## config.mk

```make
export PLATFORM = sky130hd
export DESIGN_NAME = iocc_io_clock
export DESIGN_NICKNAME = d
export VERILOG_FILES = /design/src/core/iocc_pkg.sv /design/src/core/iocc_sync.sv /design/src/core/iocc_io_clock.sv
export VERILOG_INCLUDE_DIRS = /design/src /design/src/core
export SDC_FILE = /design/constraint.sdc
export NUM_CORES = 1
export LEC_CHECK = 0
export ABC_CLOCK_PERIOD_IN_PS = 4500
export BUFFER_PORTS_ARGS = -buffer_cell sky130_fd_sc_hd__buf_2
export CAP_MARGIN = 20
export CORE_ASPECT_RATIO = 0.8
export CORE_MARGIN = 3
export CORE_UTILIZATION = 39
export CTS_CLUSTER_DIAMETER = 100
export DETAILED_ROUTE_END_ITERATION = 16
export PLACE_DENSITY = 0.68
export SLEW_MARGIN = 20
export SYNTH_ARGS = -nofsm -noshare
export SYNTH_HDL_FRONTEND = slang
export SYNTH_HIERARCHICAL = 1
export SYNTH_SLANG_ARGS = --single-unit
```

## constraint.sdc

```tcl
create_clock -name ref_clk -period 4.5 [get_ports ref_clk]
set_input_delay 0.9 -clock ref_clk [delete_from_list [all_inputs] [get_ports ref_clk]]
set_output_delay 0.9 -clock ref_clk [all_outputs]
set_load 0.02 [all_outputs]
```

## src/core/iocc_defs.svh

```systemverilog
`ifndef IOCC_DEFS_SVH
`define IOCC_DEFS_SVH

// Register map
`define IOCC_ADDR_CLOCK_CONFIGURATION 8'hf8
`define IOCC_ADDR_PROC_STATUS 8'hff
`define IOCC_RESET_CLOCK_CONFIGURATION 8'h00
`define IOCC_RESET_PROC_STATUS 8'h00
`define IOCC_RESET_VECTOR 13'h0000

// Clock configuration fields
`define IOCC_BIT_RESUME_DELAY 7
`define IOCC_BIT_WAKE_HI 6
`define IOCC_BIT_WAKE_LO 4
`define IOCC_BIT_LVR_DISABLE 3
`define IOCC_BIT_USB_TUNE 2
`define IOCC_BIT_CLKOUT_DISABLE 1
`define IOCC_BIT_EXT_OSC 0

// Timing
`define IOCC_CLK_MHZ 125
`define IOCC_DELAY_LONG_US 4000
`define IOCC_DELAY_SHORT_US 128
`define IOCC_DELAY_INT_US 9
`define IOCC_SETTLE_US 200
`define IOCC_WAKE_BASE_US 1000

`endif

```

## src/core/iocc_pkg.sv

```systemverilog
package iocc_pkg;
    typedef enum logic [3:0] {
        IOCC_RUN = 4'h1,
        IOCC_OSC_START = 4'h2,
        IOCC_RESUME = 4'h4,
        IOCC_SETTLE = 4'h8
    } iocc_state_t;
endpackage : iocc_pkg

```

## src/core/iocc_sync.sv

```systemverilog
`timescale 1ns/1ps
`default_nettype none
module iocc_sync (
    // Clock and reset
    input wire logic ref_clk,
    input wire logic sys_rst,
    // Asynchronous in, synchronous out
    input wire logic d,
    output logic q
);
    logic meta;

    always_ff @(posedge ref_clk) begin
        if (sys_rst) begin
            meta <= 1'b0;
            q <= 1'b0;
        end else begin
            meta <= d;
            q <= meta;
        end
    end
endmodule : iocc_sync
`default_nettype wire

```

## src/core/iocc_io_clock.sv

```systemverilog
// Summary of operation
// RULE1 - I/O read returns the addressed register value into the accumulator.
// RULE2 - I/O write stores the accumulator into the register named by the address.
// RULE3 - Indexed write address is index register plus instruction address field.
// RULE4 - Indexed write with zero address field selects by index register alone.
// RULE5 - Reset clears all I/O registers except processor status and control.
// RULE6 - Firmware never writes unassigned I/O addresses.
// RULE7 - Reserved bits written zero; reads of them are undefined.
// RULE8 - Clock configuration is an 8-bit read/write register at address 0xf8.
// RULE9 - Bit 7 picks 4 ms or 128 us external clock resume delay.
// RULE10 - Internal oscillator wake uses only about 9 us delay.
// RULE11 - Bits 6..4 set the wake-up timer period for periodic wake events.
// RULE12 - Bit 3 set disables low-voltage reset, clear keeps it enabled.
// RULE13 - Enabled low-voltage event holds partial suspend, then restarts at 0x0000.
// RULE14 - Setting bit 0 halts while external oscillator starts; clearing waits for wake.
// RULE15 - Bit 1 set holds oscillator output high, else internal clock drives it; in external mode the code holds the pin low.
// RULE16 - Bit 2 enables USB fine tuning in internal mode after USB traffic.
// RULE17 - Wake-up period mapping of the adjust bits is a parameter.
// RULE18 - Indexed write address sum is truncated to eight bits.
`timescale 1ns/1ps
`default_nettype none
`include "iocc_defs.svh"
module iocc_io_clock
    import iocc_pkg::*;
#(
    parameter int unsigned LONG_CYCLES = `IOCC_DELAY_LONG_US * `IOCC_CLK_MHZ,
    parameter int unsigned SHORT_CYCLES = `IOCC_DELAY_SHORT_US * `IOCC_CLK_MHZ,
    parameter int unsigned INT_CYCLES = `IOCC_DELAY_INT_US * `IOCC_CLK_MHZ,
    parameter int unsigned SETTLE_CYCLES = `IOCC_SETTLE_US * `IOCC_CLK_MHZ,
    parameter int unsigned WAKE_BASE_CYCLES = `IOCC_WAKE_BASE_US * `IOCC_CLK_MHZ
) (
    // Clock and reset
    input wire logic ref_clk,
    input wire logic sys_rst,
    // CPU I/O access
    input wire logic io_read_instr,
    input wire logic io_write_instr,
    input wire logic io_indexed_write_instr,
    input wire logic [7:0] io_addr,
    input wire logic [7:0] index_reg,
    input wire logic [7:0] accumulator,
    output logic [7:0] read_data,
    output logic read_valid,
    // Processor status register access to external storage
    input wire logic [7:0] proc_status_in,
    output logic proc_status_we,
    output logic [7:0] proc_status_out,
    // Events from the chip
    input wire logic low_voltage_threshold,
    input wire logic suspend_wake,
    input wire logic ext_osc_stable,
    input wire logic usb_traffic,
    input wire logic wake_irq_enable,
    input wire logic internal_clk,
    // Clock control outputs
    output logic cpu_halt,
    output logic cpu_restart,
    output logic [12:0] restart_vector,
    output logic ext_osc_on,
    output logic oscillator_output_pin,
    output logic usb_tune_en,
    output logic low_voltage_reset,
    output logic wake_event
);
    logic [7:0] clock_configuration;
    logic [7:0] target_addr;
    logic wr_any;
    logic lv_s, wake_s, stable_s, usb_s, clk_s;
    logic ext_mode;
    logic tuned;
    iocc_state_t state;
    logic [31:0] dly_cnt;
    logic [31:0] wake_cnt;
    logic [31:0] wake_period;

    iocc_sync u_lv (.ref_clk(ref_clk), .sys_rst(sys_rst), .d(low_voltage_threshold), .q(lv_s));
    iocc_sync u_wk (.ref_clk(ref_clk), .sys_rst(sys_rst), .d(suspend_wake), .q(wake_s));
    iocc_sync u_st (.ref_clk(ref_clk), .sys_rst(sys_rst), .d(ext_osc_stable), .q(stable_s));
    iocc_sync u_us (.ref_clk(ref_clk), .sys_rst(sys_rst), .d(usb_traffic), .q(usb_s));
    iocc_sync u_ck (.ref_clk(ref_clk), .sys_rst(sys_rst), .d(internal_clk), .q(clk_s));

    // Address formation
    always_comb begin
        if (io_indexed_write_instr) begin
            target_addr = 8'(index_reg + io_addr); // [RULE3] [RULE4] [RULE18]
        end else begin
            target_addr = io_addr;
        end
        wr_any = io_write_instr | io_indexed_write_instr;
    end

    // Clock configuration register
    always_ff @(posedge ref_clk) begin
        if (sys_rst || (state == IOCC_SETTLE)) begin
            clock_configuration <= `IOCC_RESET_CLOCK_CONFIGURATION; // [RULE5]
        end else if (wr_any && target_addr == `IOCC_ADDR_CLOCK_CONFIGURATION) begin
            clock_configuration <= accumulator; // [RULE2] [RULE8]
        end
    end

    // Processor status write path
    always_ff @(posedge ref_clk) begin
        if (sys_rst) begin
            proc_status_we <= 1'b0;
            proc_status_out <= `IOCC_RESET_PROC_STATUS;
        end else begin
            proc_status_we <= wr_any && target_addr == `IOCC_ADDR_PROC_STATUS; // [RULE2]
            proc_status_out <= accumulator;
        end
    end

    // Read path
    always_ff @(posedge ref_clk) begin
        if (sys_rst) begin
            read_data <= 8'h00;
            read_valid <= 1'b0;
        end else begin
            read_valid <= io_read_instr;
            if (io_read_instr) begin
                case (io_addr)
                    `IOCC_ADDR_CLOCK_CONFIGURATION: read_data <= clock_configuration; // [RULE1] [RULE8]
                    `IOCC_ADDR_PROC_STATUS: read_data <= proc_status_in; // [RULE1]
                    default: read_data <= 8'h00; // [RULE7]
                endcase
            end
        end
    end

    // Clock sequencer
    always_ff @(posedge ref_clk) begin
        if (sys_rst) begin
            state <= IOCC_RUN;
            dly_cnt <= 32'h0;
            ext_mode <= 1'b0;
        end else if (lv_s && !clock_configuration[`IOCC_BIT_LVR_DISABLE] &&
                     state != IOCC_SETTLE) begin // [RULE12] [RULE13]
            state <= IOCC_SETTLE;
            dly_cnt <= SETTLE_CYCLES;
            ext_mode <= 1'b0;
        end else begin
            case (state)
                IOCC_RUN: begin
                    if (wr_any && target_addr == `IOCC_ADDR_CLOCK_CONFIGURATION &&
                                 accumulator[`IOCC_BIT_EXT_OSC] && !ext_mode) begin
                        state <= IOCC_OSC_START; // [RULE14]
                    end else if (wake_s) begin
                        ext_mode <= clock_configuration[`IOCC_BIT_EXT_OSC]; // [RULE14]
                        state <= IOCC_RESUME;
                        if (clock_configuration[`IOCC_BIT_EXT_OSC]) begin
                            dly_cnt <= clock_configuration[`IOCC_BIT_RESUME_DELAY] ? LONG_CYCLES
                                                                                  : SHORT_CYCLES; // [RULE9]
                        end else begin
                            dly_cnt <= INT_CYCLES; // [RULE10]
                        end
                    end
                end
                IOCC_OSC_START: begin
                    if (stable_s) begin
                        ext_mode <= 1'b1;
                        state <= IOCC_RESUME;
                        dly_cnt <= clock_configuration[`IOCC_BIT_RESUME_DELAY] ? LONG_CYCLES
                                                                              : SHORT_CYCLES; // [RULE9]
                    end
                end
                IOCC_RESUME, IOCC_SETTLE: begin
                    if (dly_cnt <= 32'h1) begin
                        state <= IOCC_RUN;
                    end else begin
                        dly_cnt <= dly_cnt - 32'h1;
                    end
                end
                default: state <= IOCC_RUN;
            endcase
        end
    end

    // Halt, restart and oscillator outputs
    always_ff @(posedge ref_clk) begin
        if (sys_rst) begin
            cpu_halt <= 1'b0;
            cpu_restart <= 1'b0;
            restart_vector <= `IOCC_RESET_VECTOR;
            ext_osc_on <= 1'b0;
            low_voltage_reset <= 1'b0;
            oscillator_output_pin <= 1'b0;
        end else begin
            cpu_halt <= (state != IOCC_RUN); // [RULE14]
            cpu_restart <= (state == IOCC_SETTLE) && (dly_cnt <= 32'h1); // [RULE13]
            restart_vector <= `IOCC_RESET_VECTOR;
            low_voltage_reset <= (state == IOCC_SETTLE);
            ext_osc_on <= ext_mode || (state == IOCC_OSC_START);
            if (ext_mode || state == IOCC_OSC_START) begin
                oscillator_output_pin <= 1'b0;
            end else begin
                oscillator_output_pin <= clock_configuration[`IOCC_BIT_CLKOUT_DISABLE] | clk_s; // [RULE15]
            end
        end
    end

    // USB fine tuning
    always_ff @(posedge ref_clk) begin
        if (sys_rst || ext_mode || !clock_configuration[`IOCC_BIT_USB_TUNE]) begin
            tuned <= 1'b0;
            usb_tune_en <= 1'b0;
        end else begin
            if (usb_s) begin
                tuned <= 1'b1;
            end
            usb_tune_en <= tuned; // [RULE16]
        end
    end

    // Wake-up timer
    always_comb begin
        wake_period = 32'(WAKE_BASE_CYCLES << clock_configuration[`IOCC_BIT_WAKE_HI:`IOCC_BIT_WAKE_LO]); // [RULE17]
    end

    always_ff @(posedge ref_clk) begin
        if (sys_rst || !wake_irq_enable) begin
            wake_cnt <= 32'h0;
            wake_event <= 1'b0;
        end else if (wake_cnt + 32'h1 >= wake_period) begin
            wake_cnt <= 32'h0;
            wake_event <= 1'b1; // [RULE11]
        end else begin
            wake_cnt <= wake_cnt + 32'h1;
            wake_event <= 1'b0;
        end
    end
endmodule : iocc_io_clock
`default_nettype wire

```

* Yosys cells after proc, flatten, opt, wreduce, memory -nomap -nowiden *
Cells that the tools add are included.

word-level totals
  input bits = 43
  flip-flop bits (word level) = 113
  output and inout bits = 38
  logic and storage cells = 108

cells by class
  bitwise logic cells = 2
  muxes and demuxes = 21
  reductions and logical operators = 28
  add/sub/neg operators = 3
  shifts and indexed selects = 1
  equality and inequality tests = 22
  order comparisons = 2

operators by type and width
  cell                     number
  $mux W32                 4
  $pmux W32 S3             1
  $mux W19                 2
  $add A32 B1 Y32 const B  1
  $eq A8 B8 Y1 const B     4
  $ge A32 B32 Y1           1
  $le A32 B1 Y1 const B    1
  $shl A17 B3 Y32 const A  1
  $sub A32 B1 Y32 const B  1
  $mux W4                  5
  $pmux W8 S2              1
  $mux W15                 1
  $pmux W4 S3              1
  $reduce_and A5 Y1        2
  $ne A3 B2 Y1 const B     3
  $ne A3 B3 Y1 const B     3
  $add A8 B8 Y8            1
  $mux W8                  1
  $reduce_or A2 Y1         4
  $logic_and A1 B1 Y1      7
  $ne A2 B2 Y1 const B     3
  $reduce_and A3 Y1        2
  $logic_or A1 B1 Y1       5
  $eq A4 B1 Y1 const B     1
  other kinds (15)         23

* Longest topological paths before layout *
Gate-level depths: netlist (run 1).

  depth after elaboration = 9
  depth in mapped cells = 17

* Modules after synthesis *
The synthesis (run 1) kept the hierarchy.

by module, submodules not included
  module         area an instance (um2)  times used  seq. area each (um2)  cells each
  iocc_io_clock  5,801.8                 1           2,062.0               670
  iocc_sync      52.6                    5           40.0                  4

* Worst setup path after synthesis (run 1) *
No wires, ideal clock.

  path kind = input-to-reg
  from = in io_addr[0]
  to = reg state[0]
  library setup time = 122 ps
  cell stages on the path = 9
  slack = 982 ps
  arrival = 3,396 ps
  cell sequence = ha_1 -> fa_1 -> a211oi_1 -> o21bai_1 -> a21oi_1 -> xor2_1 -> o41ai_2 -> a21oi_1 -> a311o_1

between the ends
  cells in the longest elaborated chain, start to end = 9
  elaborated cells on any way between the ends = 11

ends and longest elaborated chain
  what                                  line                  RTL
  from (decl)                           iocc_io_clock.sv:39   input wire logic [7:0] io_addr,
  $add A8 B8 Y8                         iocc_io_clock.sv:85   target_addr = 8'(index_reg + io_addr);
  $mux W8 (*)                           iocc_io_clock.sv:84   if (io_indexed_write_instr) begin
  $eq A8 B8 Y1 (no line) (*)            n/a
  $logic_and A1 B1 Y1 (no line) (*)     n/a
  $logic_and A1 B1 Y1 (*) (2 in a row)  iocc_io_clock.sv:143  if (wr_any && target_addr == `IOCC_ADDR_CLOCK_CONFIGURATION &&
  $mux W4                               iocc_io_clock.sv:143
  $pmux W4 S3                           iocc_io_clock.sv:141  case (state)
  $mux W4                               iocc_io_clock.sv:135  end else if (lv_s && !clock_configuration[`IOCC_BIT_LVR_DISABLE] &&
  to (signal assigned)                  iocc_io_clock.sv:137  state <= IOCC_SETTLE;
  to (signal assigned)                  iocc_io_clock.sv:145  state <= IOCC_OSC_START;
  to (signal assigned)                  iocc_io_clock.sv:148  state <= IOCC_RESUME;
  to (decl)                             iocc_io_clock.sv:71   iocc_state_t state;

Every way passes the cells marked *; elsewhere a longest branch is shown, timed or not.
A chain may end at the register's enable or synchronous reset.

* Final worst setup path (run 1) *
  from = reg wake_cnt[2]
  to = reg wake_cnt[4]

between the ends
  cells in the longest elaborated chain, start to end = 3

ends and longest elaborated chain
  what                        line                                        RTL
  from (decl)                 iocc_io_clock.sv:73                         logic [31:0] wake_cnt;
  from (signal assigned)      iocc_io_clock.sv:226                        wake_cnt <= wake_cnt + 32'h1;
  $add A32 B1 Y32 (*)         iocc_io_clock.sv:222, iocc_io_clock.sv:226
  $ge A32 B32 Y1              iocc_io_clock.sv:222                        end else if (wake_cnt + 32'h1 >= wake_period) begin
  $reduce_or A2 Y1 (no line)  n/a

Marks and branches as above.

==> results of run 1 <==
Yosys cell counts, types with 4 or more instances:
| master | count | area share, % |
|---|---|---|
| sky130_fd_sc_hd__or3_1 | 10 | 1.0 |
| sky130_fd_sc_hd__nor3_1 | 12 | 0.99 |
| sky130_fd_sc_hd__dfxtp_1 | 113 | 37 |
| sky130_fd_sc_hd__a22oi_1 | 8 | 0.99 |
| sky130_fd_sc_hd__a31oi_1 | 5 | 0.52 |
| sky130_fd_sc_hd__a21o_1 | 11 | 1.4 |
| sky130_fd_sc_hd__a21oi_1 | 49 | 4.0 |
| sky130_fd_sc_hd__nand4_1 | 18 | 1.9 |
| sky130_fd_sc_hd__mux2i_1 | 9 | 1.5 |
| sky130_fd_sc_hd__nor4_1 | 5 | 0.52 |
| sky130_fd_sc_hd__and4_1 | 6 | 0.87 |
| sky130_fd_sc_hd__a211oi_1 | 12 | 1.5 |
| sky130_fd_sc_hd__nand2_1 | 42 | 2.6 |
| sky130_fd_sc_hd__buf_6 | 4 | 0.74 |
| sky130_fd_sc_hd__clkbuf_1 | 17 | 1.1 |
| sky130_fd_sc_hd__ha_1 | 36 | 7.4 |
| sky130_fd_sc_hd__xor2_1 | 16 | 2.3 |
| sky130_fd_sc_hd__inv_1 | 11 | 0.68 |
| sky130_fd_sc_hd__o21ai_0 | 29 | 2.4 |
| sky130_fd_sc_hd__and3_1 | 10 | 1.0 |
| sky130_fd_sc_hd__nand3b_1 | 4 | 0.50 |
| sky130_fd_sc_hd__nand2b_1 | 10 | 1.0 |
| sky130_fd_sc_hd__nor2b_1 | 43 | 4.4 |
| sky130_fd_sc_hd__and2_1 | 5 | 0.52 |
| sky130_fd_sc_hd__nor2_1 | 70 | 4.3 |
| sky130_fd_sc_hd__nand3_1 | 20 | 1.7 |
| sky130_fd_sc_hd__o31ai_1 | 8 | 0.99 |
| sky130_fd_sc_hd__buf_4 | 14 | 1.7 |
| sky130_fd_sc_hd__or4_1 | 5 | 0.62 |
| sky130_fd_sc_hd__o21ai_1 | 8 | 0.66 |
| sky130_fd_sc_hd__xnor2_1 | 20 | 2.9 |
per-stage QoR:
| stage | hold slack (ns) | util [%] | power (mW) | setup WS [ns] |
|---|---|---|---|---|
| 2_1_floorplan | 0.413 | - | 2.15 | 0.982 |
| 5_1_grt | 0.451 | 47.8 | 4.01 | 0.344 |
| 4_1_cts | 0.436 | 47.8 | 3.81 | 0.788 |
| 3_5_place_dp | 0.425 | 43.6 | 2.35 | 0.486 |
| 3_3_place_gp | 0.419 | 43.6 | 2.35 | 0.537 |
| 6_report | 0.435 | 47.8 | 3.80 | 0.774 |
metal layers:
layer  vias to the layer above  share of wire (%)  GRT usage, %
li1                       2619                  -             -
met1                      2406                 51          26.3
met2                       153                 41          24.6
met3                        15                6.7          4.46
met4                         0                1.2          6.47
met5                         -                  0             0
flip-flops by register name (all words and copies together), names as in the netlist, 4 cells and up:
| name | flops |
|---|---|
| dly_cnt | 32 |
| wake_cnt | 32 |
| clock_configuration | 8 |
| proc_status_out | 8 |
| read_data | 8 |
| state | 4 |
layout make-up:
type,instances,area (µm²)
fillers,1470,7890
inverters,11,41.3
flip-flops and latches,113,2260
multi-input cells,549,3620
well taps,210,263
repair buffers,76,403
clock inverters,10,155
clock buffers,22,484
worst max-delay path, delay by kind of cell (launching register included):
kind,cells,cell delay (ns)
AND/OR/NAND/NOR,8,1.54
AO/OA/AOI/OAI,5,0.82
flip-flops,1,0.42
buffers and inverters,2,0.39
adder cells (fa/ha/maj),1,0.28
XOR/XNOR,1,0.20
report_power, final:
group	switching, mW	internal [mW]	total, mW	leakage [nW]
registers	0.0982	1.10	1.19	0.923
logic	0.748	0.416	1.16	1.79
clock network	0.464	0.981	1.44	0.312
logic make-up after synthesis:
group | after synthesis | synth area share [%]
buffers and inverters | 48 | 4.35
muxes | 10 | 1.67
AOI/OAI and AO/OA | 160 | 17.5
adders and majority gates | 37 | 7.76
DFF | 113 | 37.3
other | 1 | 0.0618
and+or+nand+nor | 285 | 26.2
xor gates and xnor gates | 36 | 5.20
how the worst max path moves through the flow:
stage	start	endpoint	slack, ns
global route	wake_cnt[2]$_SDFF_PP0_	wake_cnt[5]$_SDFF_PP0_	0.34
global placement	io_addr[0]	dly_cnt[1]$_SDFFE_PP0P_	0.54
CTS	wake_cnt[2]$_SDFF_PP0_	wake_cnt[4]$_SDFF_PP0_	0.79
finish	wake_cnt[2]$_SDFF_PP0_	wake_cnt[4]$_SDFF_PP0_	0.77
floorplan	io_addr[0]	state[0]$_SDFFE_PP1P_	0.98
detailed placement	io_addr[0]	dly_cnt[1]$_SDFFE_PP0P_	0.49
==> metrics.md, run 1 <==
| Metric | Value |
|---|---|
| Top flip-flop cell by instance count after synthesis | `sky130_fd_sc_hd__dfxtp_1` |
| Antenna violations before repair | `0` |
| Slowest cell on the critical path | `sky130_fd_sc_hd__dfxtp_1` |
| Reg2reg start | `wake_cnt[2]$_SDFF_PP0_` |
| Static Leak | `3.03 nW` |
| Final Setup Violations | `0` |
| Number of cells upsized or downsized after cts | `0` |
| Synth Instances | `690` |
| WHS Endpoint | `u_ck/q$_SDFF_PP0_` |
| Cell count after placement | `959` |
| Number of enable-type register cells in the synthesized netlist | `0` |
| Synthesized area divided by synthesized cell count | `8.79 µm²` |
| Vertical die dimension | `118 µm` |
| Clk Latency, worst-skew pair | `0.41 ns` |
| Placed Instance Area | `6590 µm²` |
| Post-detailed-route count of antenna-violating nets | `0` |
| # IOs | `81` |
| Estimated wirelength of the detail-placed design | `10.9 mm` |
| Clock-pin slew reported for the worst setup and hold paths after clock tree synthesis | `0.05 ns` |
| H-Tree Level Count | `4` |
| Congestion Overflow GR | `0` |
| Number of warnings issued by yosys | `6` |
| Maximum clock path buffer count | `2` |
| Unrepaired setup endpoints after global routing | `false` |
| Number of inserted diodes | `0` |
| Largest clock skew in the final design | `0.00688 ns` |
| Proportion of synthesized flip-flops having asynchronous set or reset | `0%` |
| Ordered list of cells on the worst path | `and3_1 -> and2_0 -> nand2_1 -> nor3_1 -> buf_4 -> nand3_1 -> xnor2_1 -> ha_1 -> a21o_1 -> a21o_1 -> a21oi_1 -> o21ai_0 -> a211o_1 -> and4bb_2 -> nand3b_1 -> buf_4 -> nor2b_1` |
| Number of global-route vias before repair | `4819` |
| Setup repair bufs after CTS | `0` |
| Critical Path Start Type | `flop` |
| Endpoint arrival time on the critical path | `4.07 ns` |
| Routed vias/inst | `5.24` |
| Power density of the placed cells | `526 nW/µm²` |
| DRC violations left | `0` |
| Pin count of the biggest net entering global routing | `36` |
| Worst setup slack for register-to-register paths | `0.77 ns` |
| Clock Tree Root | `sky130_fd_sc_hd__clkbuf_16` |
| Max-cap violation count | `0` |
| 1st-pass router iterations | `5` |
| Routed wire per std cell | `15.1 µm` |
| Total via count after detailed routing | `5193` |
| Cells on worst reg2reg path | `17` |
| Hold_buf cts | `0` |
| Mapped Area | `6060 µm²` |
| Total Neg Setup Slack | `0 ns` |
| Synthesis-to-layout area growth | `19.2%` |
| Die Footprint | `17100 µm²` |
| Data required time of the worst path | `4.84 ns` |
| Number of pins exceeding their max-slew limit in the final report | `0` |
| Slew at the pin closest to its max-slew limit | `0.814 ns` |
| Total Routing Usage GR | `17.7%` |
| Count of final hold-check violations | `0` |
| Worst path max stage delay | `0.42 ns` |
| Run status | `complete, no violations` |
| Share of the yosys chip area belonging to registers | `37.3%` |
| Hold_sp | `u_ck/meta$_SDFF_PP0_` |
| Peak fanout along the critical path | `24` |
| CTS buffer count | `17` |
| Iter 0 DRT Violations | `357` |
| Post-detailed-routing wire length | `15.0 mm` |
| Fraction of final layout cells sized beyond drive strength 1 | `16.8%` |
| Type of the worst setup path | `reg -> reg` |
| CTS tree | `built` |
| Total number of nets in the final design | `848` |
| CORE AREA | `15100 µm²` |
| Rows | `40` |
| Cell area after layout | `7230 µm²` |
| Final critical delay including setup and external delays | `3.73 ns` |
| Die W | `145 µm` |
| CTS Sinks | `113` |
| Commonest non-fill, non-tap cells in the layout | `sky130_fd_sc_hd__dfxtp_1 (113), sky130_fd_sc_hd__nor2_1 (70), sky130_fd_sc_hd__buf_2 (67)` |
| Non-filler instance count after layout | `991` |
| #FFs+latches synth | `113` |
| Routability congestion estimate | `0.859` |
| Headroom to the max-slew limit | `45.5%` |
| Final worst-path cycle share | `82.8%` |
| Hold Path Class | `reg -> reg` |
| Timing-limited maximum frequency | `268 MHz` |
| Most common library cell in the layout ignoring fill and taps | `sky130_fd_sc_hd__dfxtp_1` |
| Cell count of the worst hold path | `1` |
| Crit end category | `flop` |
| Number of buffers added on ports | `67` |
| First-pass GRT wire length | `24.6 mm` |
| Capture instance of the worst register-to-register path | `wake_cnt[4]$_SDFF_PP0_` |
| Worst IR Drop VDD | `0.255 mV` |
| Distinct cell type count of the synthesized netlist | `75` |
| Initial Utilization | `40.1%` |
Power figures use the tool's default switching activity.
==> run 2: changes to the inputs <==
ABC_CLOCK_PERIOD_IN_PS = 3060   (was 4500)
PLACE_DENSITY = 0.7   (was 0.68)
clock period = 3.06 ns   (was 4.5 ns; I/O delays follow)
==> run 2 against run 1 <==
  * Power up 58%
  * Worst hold slack got worse by 0.037 ns
  * The flow now finishes with violations (negative setup slack)
  * Largest cell class unchanged
  * Worst setup slack worse by 0.92 ns
  * Global-route usage shrank 0.092 points
  * Via count rose by 6.0%
  * Count of clock-buffer cells in the layout fell by 5
==> metrics.md, run 2 (synthesis gave the netlist of run 1 again) <==
| Metric | Value |
|---|---|
| Run status | `complete, but fails checks` |
| Violated checks | `negative setup slack` |
| CORE AREA | `15100 µm²` |
| Hold_buf cts | `0` |
| Clk Latency, worst-skew pair | `0.42 ns` |
| Initial Utilization | `40.1%` |
| Number of pins exceeding their max-slew limit in the final report | `0` |
| 1st-pass router iterations | `5` |
| # IOs | `81` |
| Vertical die dimension | `118 µm` |
| Power density of the placed cells | `745 nW/µm²` |
| Crit end category | `flop` |
| Type of the worst setup path | `reg -> reg` |
| Maximum clock path buffer count | `2` |
| Antenna violations before repair | `0` |
| CTS buffer count | `17` |
| Setup Slack @ Placement | `-0.292 ns` |
| Post-detailed-routing wire length | `15.7 mm` |
| Registers with the most flip-flops | `dly_cnt (32), wake_cnt (32)` |
| Synthesis-to-layout area growth | `32.7%` |
| First-pass GRT wire length | `25.1 mm` |
| Die Footprint | `17100 µm²` |
| Data required time of the worst path | `3.40 ns` |
| Total Neg Setup Slack | `-2.92 ns` |
| Die W | `145 µm` |
| CTS Sinks | `113` |
| Count of final hold-check violations | `0` |
| Number of global-route vias before repair | `5139` |
| Startpoint of the worst setup timing path | `wake_cnt[1]$_SDFF_PP0_` |
| Static Leak | `3.50 nW` |
| Hold_sp | `ext_osc_stable` |
| Number of buffers added on ports | `67` |
| Final Setup Violations | `25` |
| Number of inserted diodes | `0` |
| Routed wire per std cell | `14.7 µm` |
| Peak fanout along the critical path | `24` |
| Final critical delay including setup and external delays | `3.21 ns` |
| Commonest non-fill, non-tap cells in the layout | `sky130_fd_sc_hd__dfxtp_1 (108), sky130_fd_sc_hd__buf_4 (73), sky130_fd_sc_hd__nor2_1 (69)` |
| Total chip power | `6.00 mW` |
| Clock Tree Root | `sky130_fd_sc_hd__clkbuf_16` |
| Fraction of final layout cells sized beyond drive strength 1 | `28.4%` |
| Unrepaired setup endpoints after global routing | `true` |
| Post-detailed-route count of antenna-violating nets | `0` |
| H-Tree Level Count | `4` |
| CTS tree | `built` |
| Reg2reg start | `wake_cnt[1]$_SDFF_PP0_` |
| Congestion Overflow GR | `0` |
| Routed vias/inst | `5.17` |
| Min Hold Slack | `0.398 ns` |
| Largest clock skew in the final design | `0.0108 ns` |
| Routability congestion estimate | `0.846` |
| Headroom to the max-slew limit | `55.6%` |
| Rows | `40` |
| Endpoint arrival time on the critical path | `3.55 ns` |
| Worst IR Drop VDD | `0.577 mV` |
| DRC violations left | `0` |
| Final standard cell utilization of the core | `53.2%` |
| Total via count after detailed routing | `5505` |
| Estimated wirelength of the detail-placed design | `11.0 mm` |
| Iter 0 DRT Violations | `299` |
| Slew at the pin closest to its max-slew limit | `0.661 ns` |
| Clock-pin slew reported for the worst setup and hold paths after clock tree synthesis | `0.06 ns` |
| Most common library cell in the layout ignoring fill and taps | `sky130_fd_sc_hd__dfxtp_1` |
| Total Routing Usage GR | `17.6%` |
| Final worst-path cycle share | `105%` |
| Timing-limited maximum frequency | `312 MHz` |
| Pin count of the biggest net entering global routing | `34` |
| Max-cap violation count | `0` |
| Crit path setup slack, layout | `-0.147 ns` |
| Hold Path Class | `in -> reg` |
| Total number of nets in the final design | `922` |
| Critical Path Start Type | `flop` |
run 2: changes by cell type in the layout (fill, tap and decap cells not counted), moves of 4 or more:
| cell | previous run | this run |
|---|---|---|
| sky130_fd_sc_hd__a21oi_1 | 49 | 45 |
| sky130_fd_sc_hd__a21oi_2 | 0 | 4 |
| sky130_fd_sc_hd__buf_12 | 0 | 5 |
| sky130_fd_sc_hd__buf_4 | 9 | 73 |
| sky130_fd_sc_hd__clkbuf_8 | 4 | 0 |
| sky130_fd_sc_hd__dfxtp_1 | 113 | 108 |
| sky130_fd_sc_hd__dfxtp_2 | 0 | 5 |
| sky130_fd_sc_hd__inv_6 | 0 | 6 |
| sky130_fd_sc_hd__nand3_1 | 20 | 16 |
run 2: worst max-delay path: stages (launching register included):
cell and delay [ns]:
sky130_fd_sc_hd__dfxtp_1 0.39, sky130_fd_sc_hd__and3_4 0.22, sky130_fd_sc_hd__buf_4 0.11, sky130_fd_sc_hd__buf_4 0.10
sky130_fd_sc_hd__nand3_2 0.09, sky130_fd_sc_hd__nor2_2 0.17, sky130_fd_sc_hd__xor2_2 0.20, sky130_fd_sc_hd__ha_1 0.28
sky130_fd_sc_hd__a21o_1 0.17, sky130_fd_sc_hd__a21o_1 0.18, sky130_fd_sc_hd__a21oi_2 0.15, sky130_fd_sc_hd__o21ai_2 0.08
sky130_fd_sc_hd__a211o_1 0.24, sky130_fd_sc_hd__and4bb_2 0.32, sky130_fd_sc_hd__nand3b_1 0.13, sky130_fd_sc_hd__buf_12 0.18
sky130_fd_sc_hd__nor2b_1 0.12
run 2: through the flow:
stage               instances  cell area [µm²]
floorplan                 710             6220
global placement         1021             7150
detailed placement       1021             7150
CTS                      1055             7770
global route             1065             8050
finish                   1065             8050
run 2: cell type report:
class | count | area [µm²]
clock buffers | 17 | 425
clock inverters | 15 | 173
fillers | 1396 | 7070
inverters | 11 | 41.3
multi-input cells | 549 | 3810
flip-flops and latches | 113 | 2270
well taps | 210 | 263
repair buffers | 150 | 1070
run 2: path summary, 6_finish.rpt:
| kind | depth (start not counted) | end | slack [ns] |
|---|---|---|---|
| max | 16 | wake_cnt[3]$_SDFF_PP0_ | -0.15 |
| min | 2 | u_st/meta$_SDFF_PP0_ | 0.40 |
| max reg2reg | 16 | wake_cnt[3]$_SDFF_PP0_ | -0.15 |
| min reg2reg | 1 | u_ck/q$_SDFF_PP0_ | 0.43 |
run 2: report_power, final:
part / internal, mW / switching (mW)
clock network: 1.22 / 0.792
registers: 1.61 / 0.144
logic: 0.979 / 1.25
total: 3.81 / 2.18
run 2: metal layers:
metal  vias up  global-route usage (%)  wire length [µm]
li1       2771                       -                 -
met1      2586                    24.3              7400
met2       123                    27.4              7270
met3        25                    3.66               690
met4         0                    6.41               285
met5         -                       0                 0
run 2: timing repair:
| action | CTS | global route |
|---|---|---|
| buffers inserted | 2 | 10 |
| cloned | 0 | 2 |
| endpoints found under the setup margin | 24 | 49 |
| resized for setup | 1 | 38 |
| pin swaps | 6 | 21 |
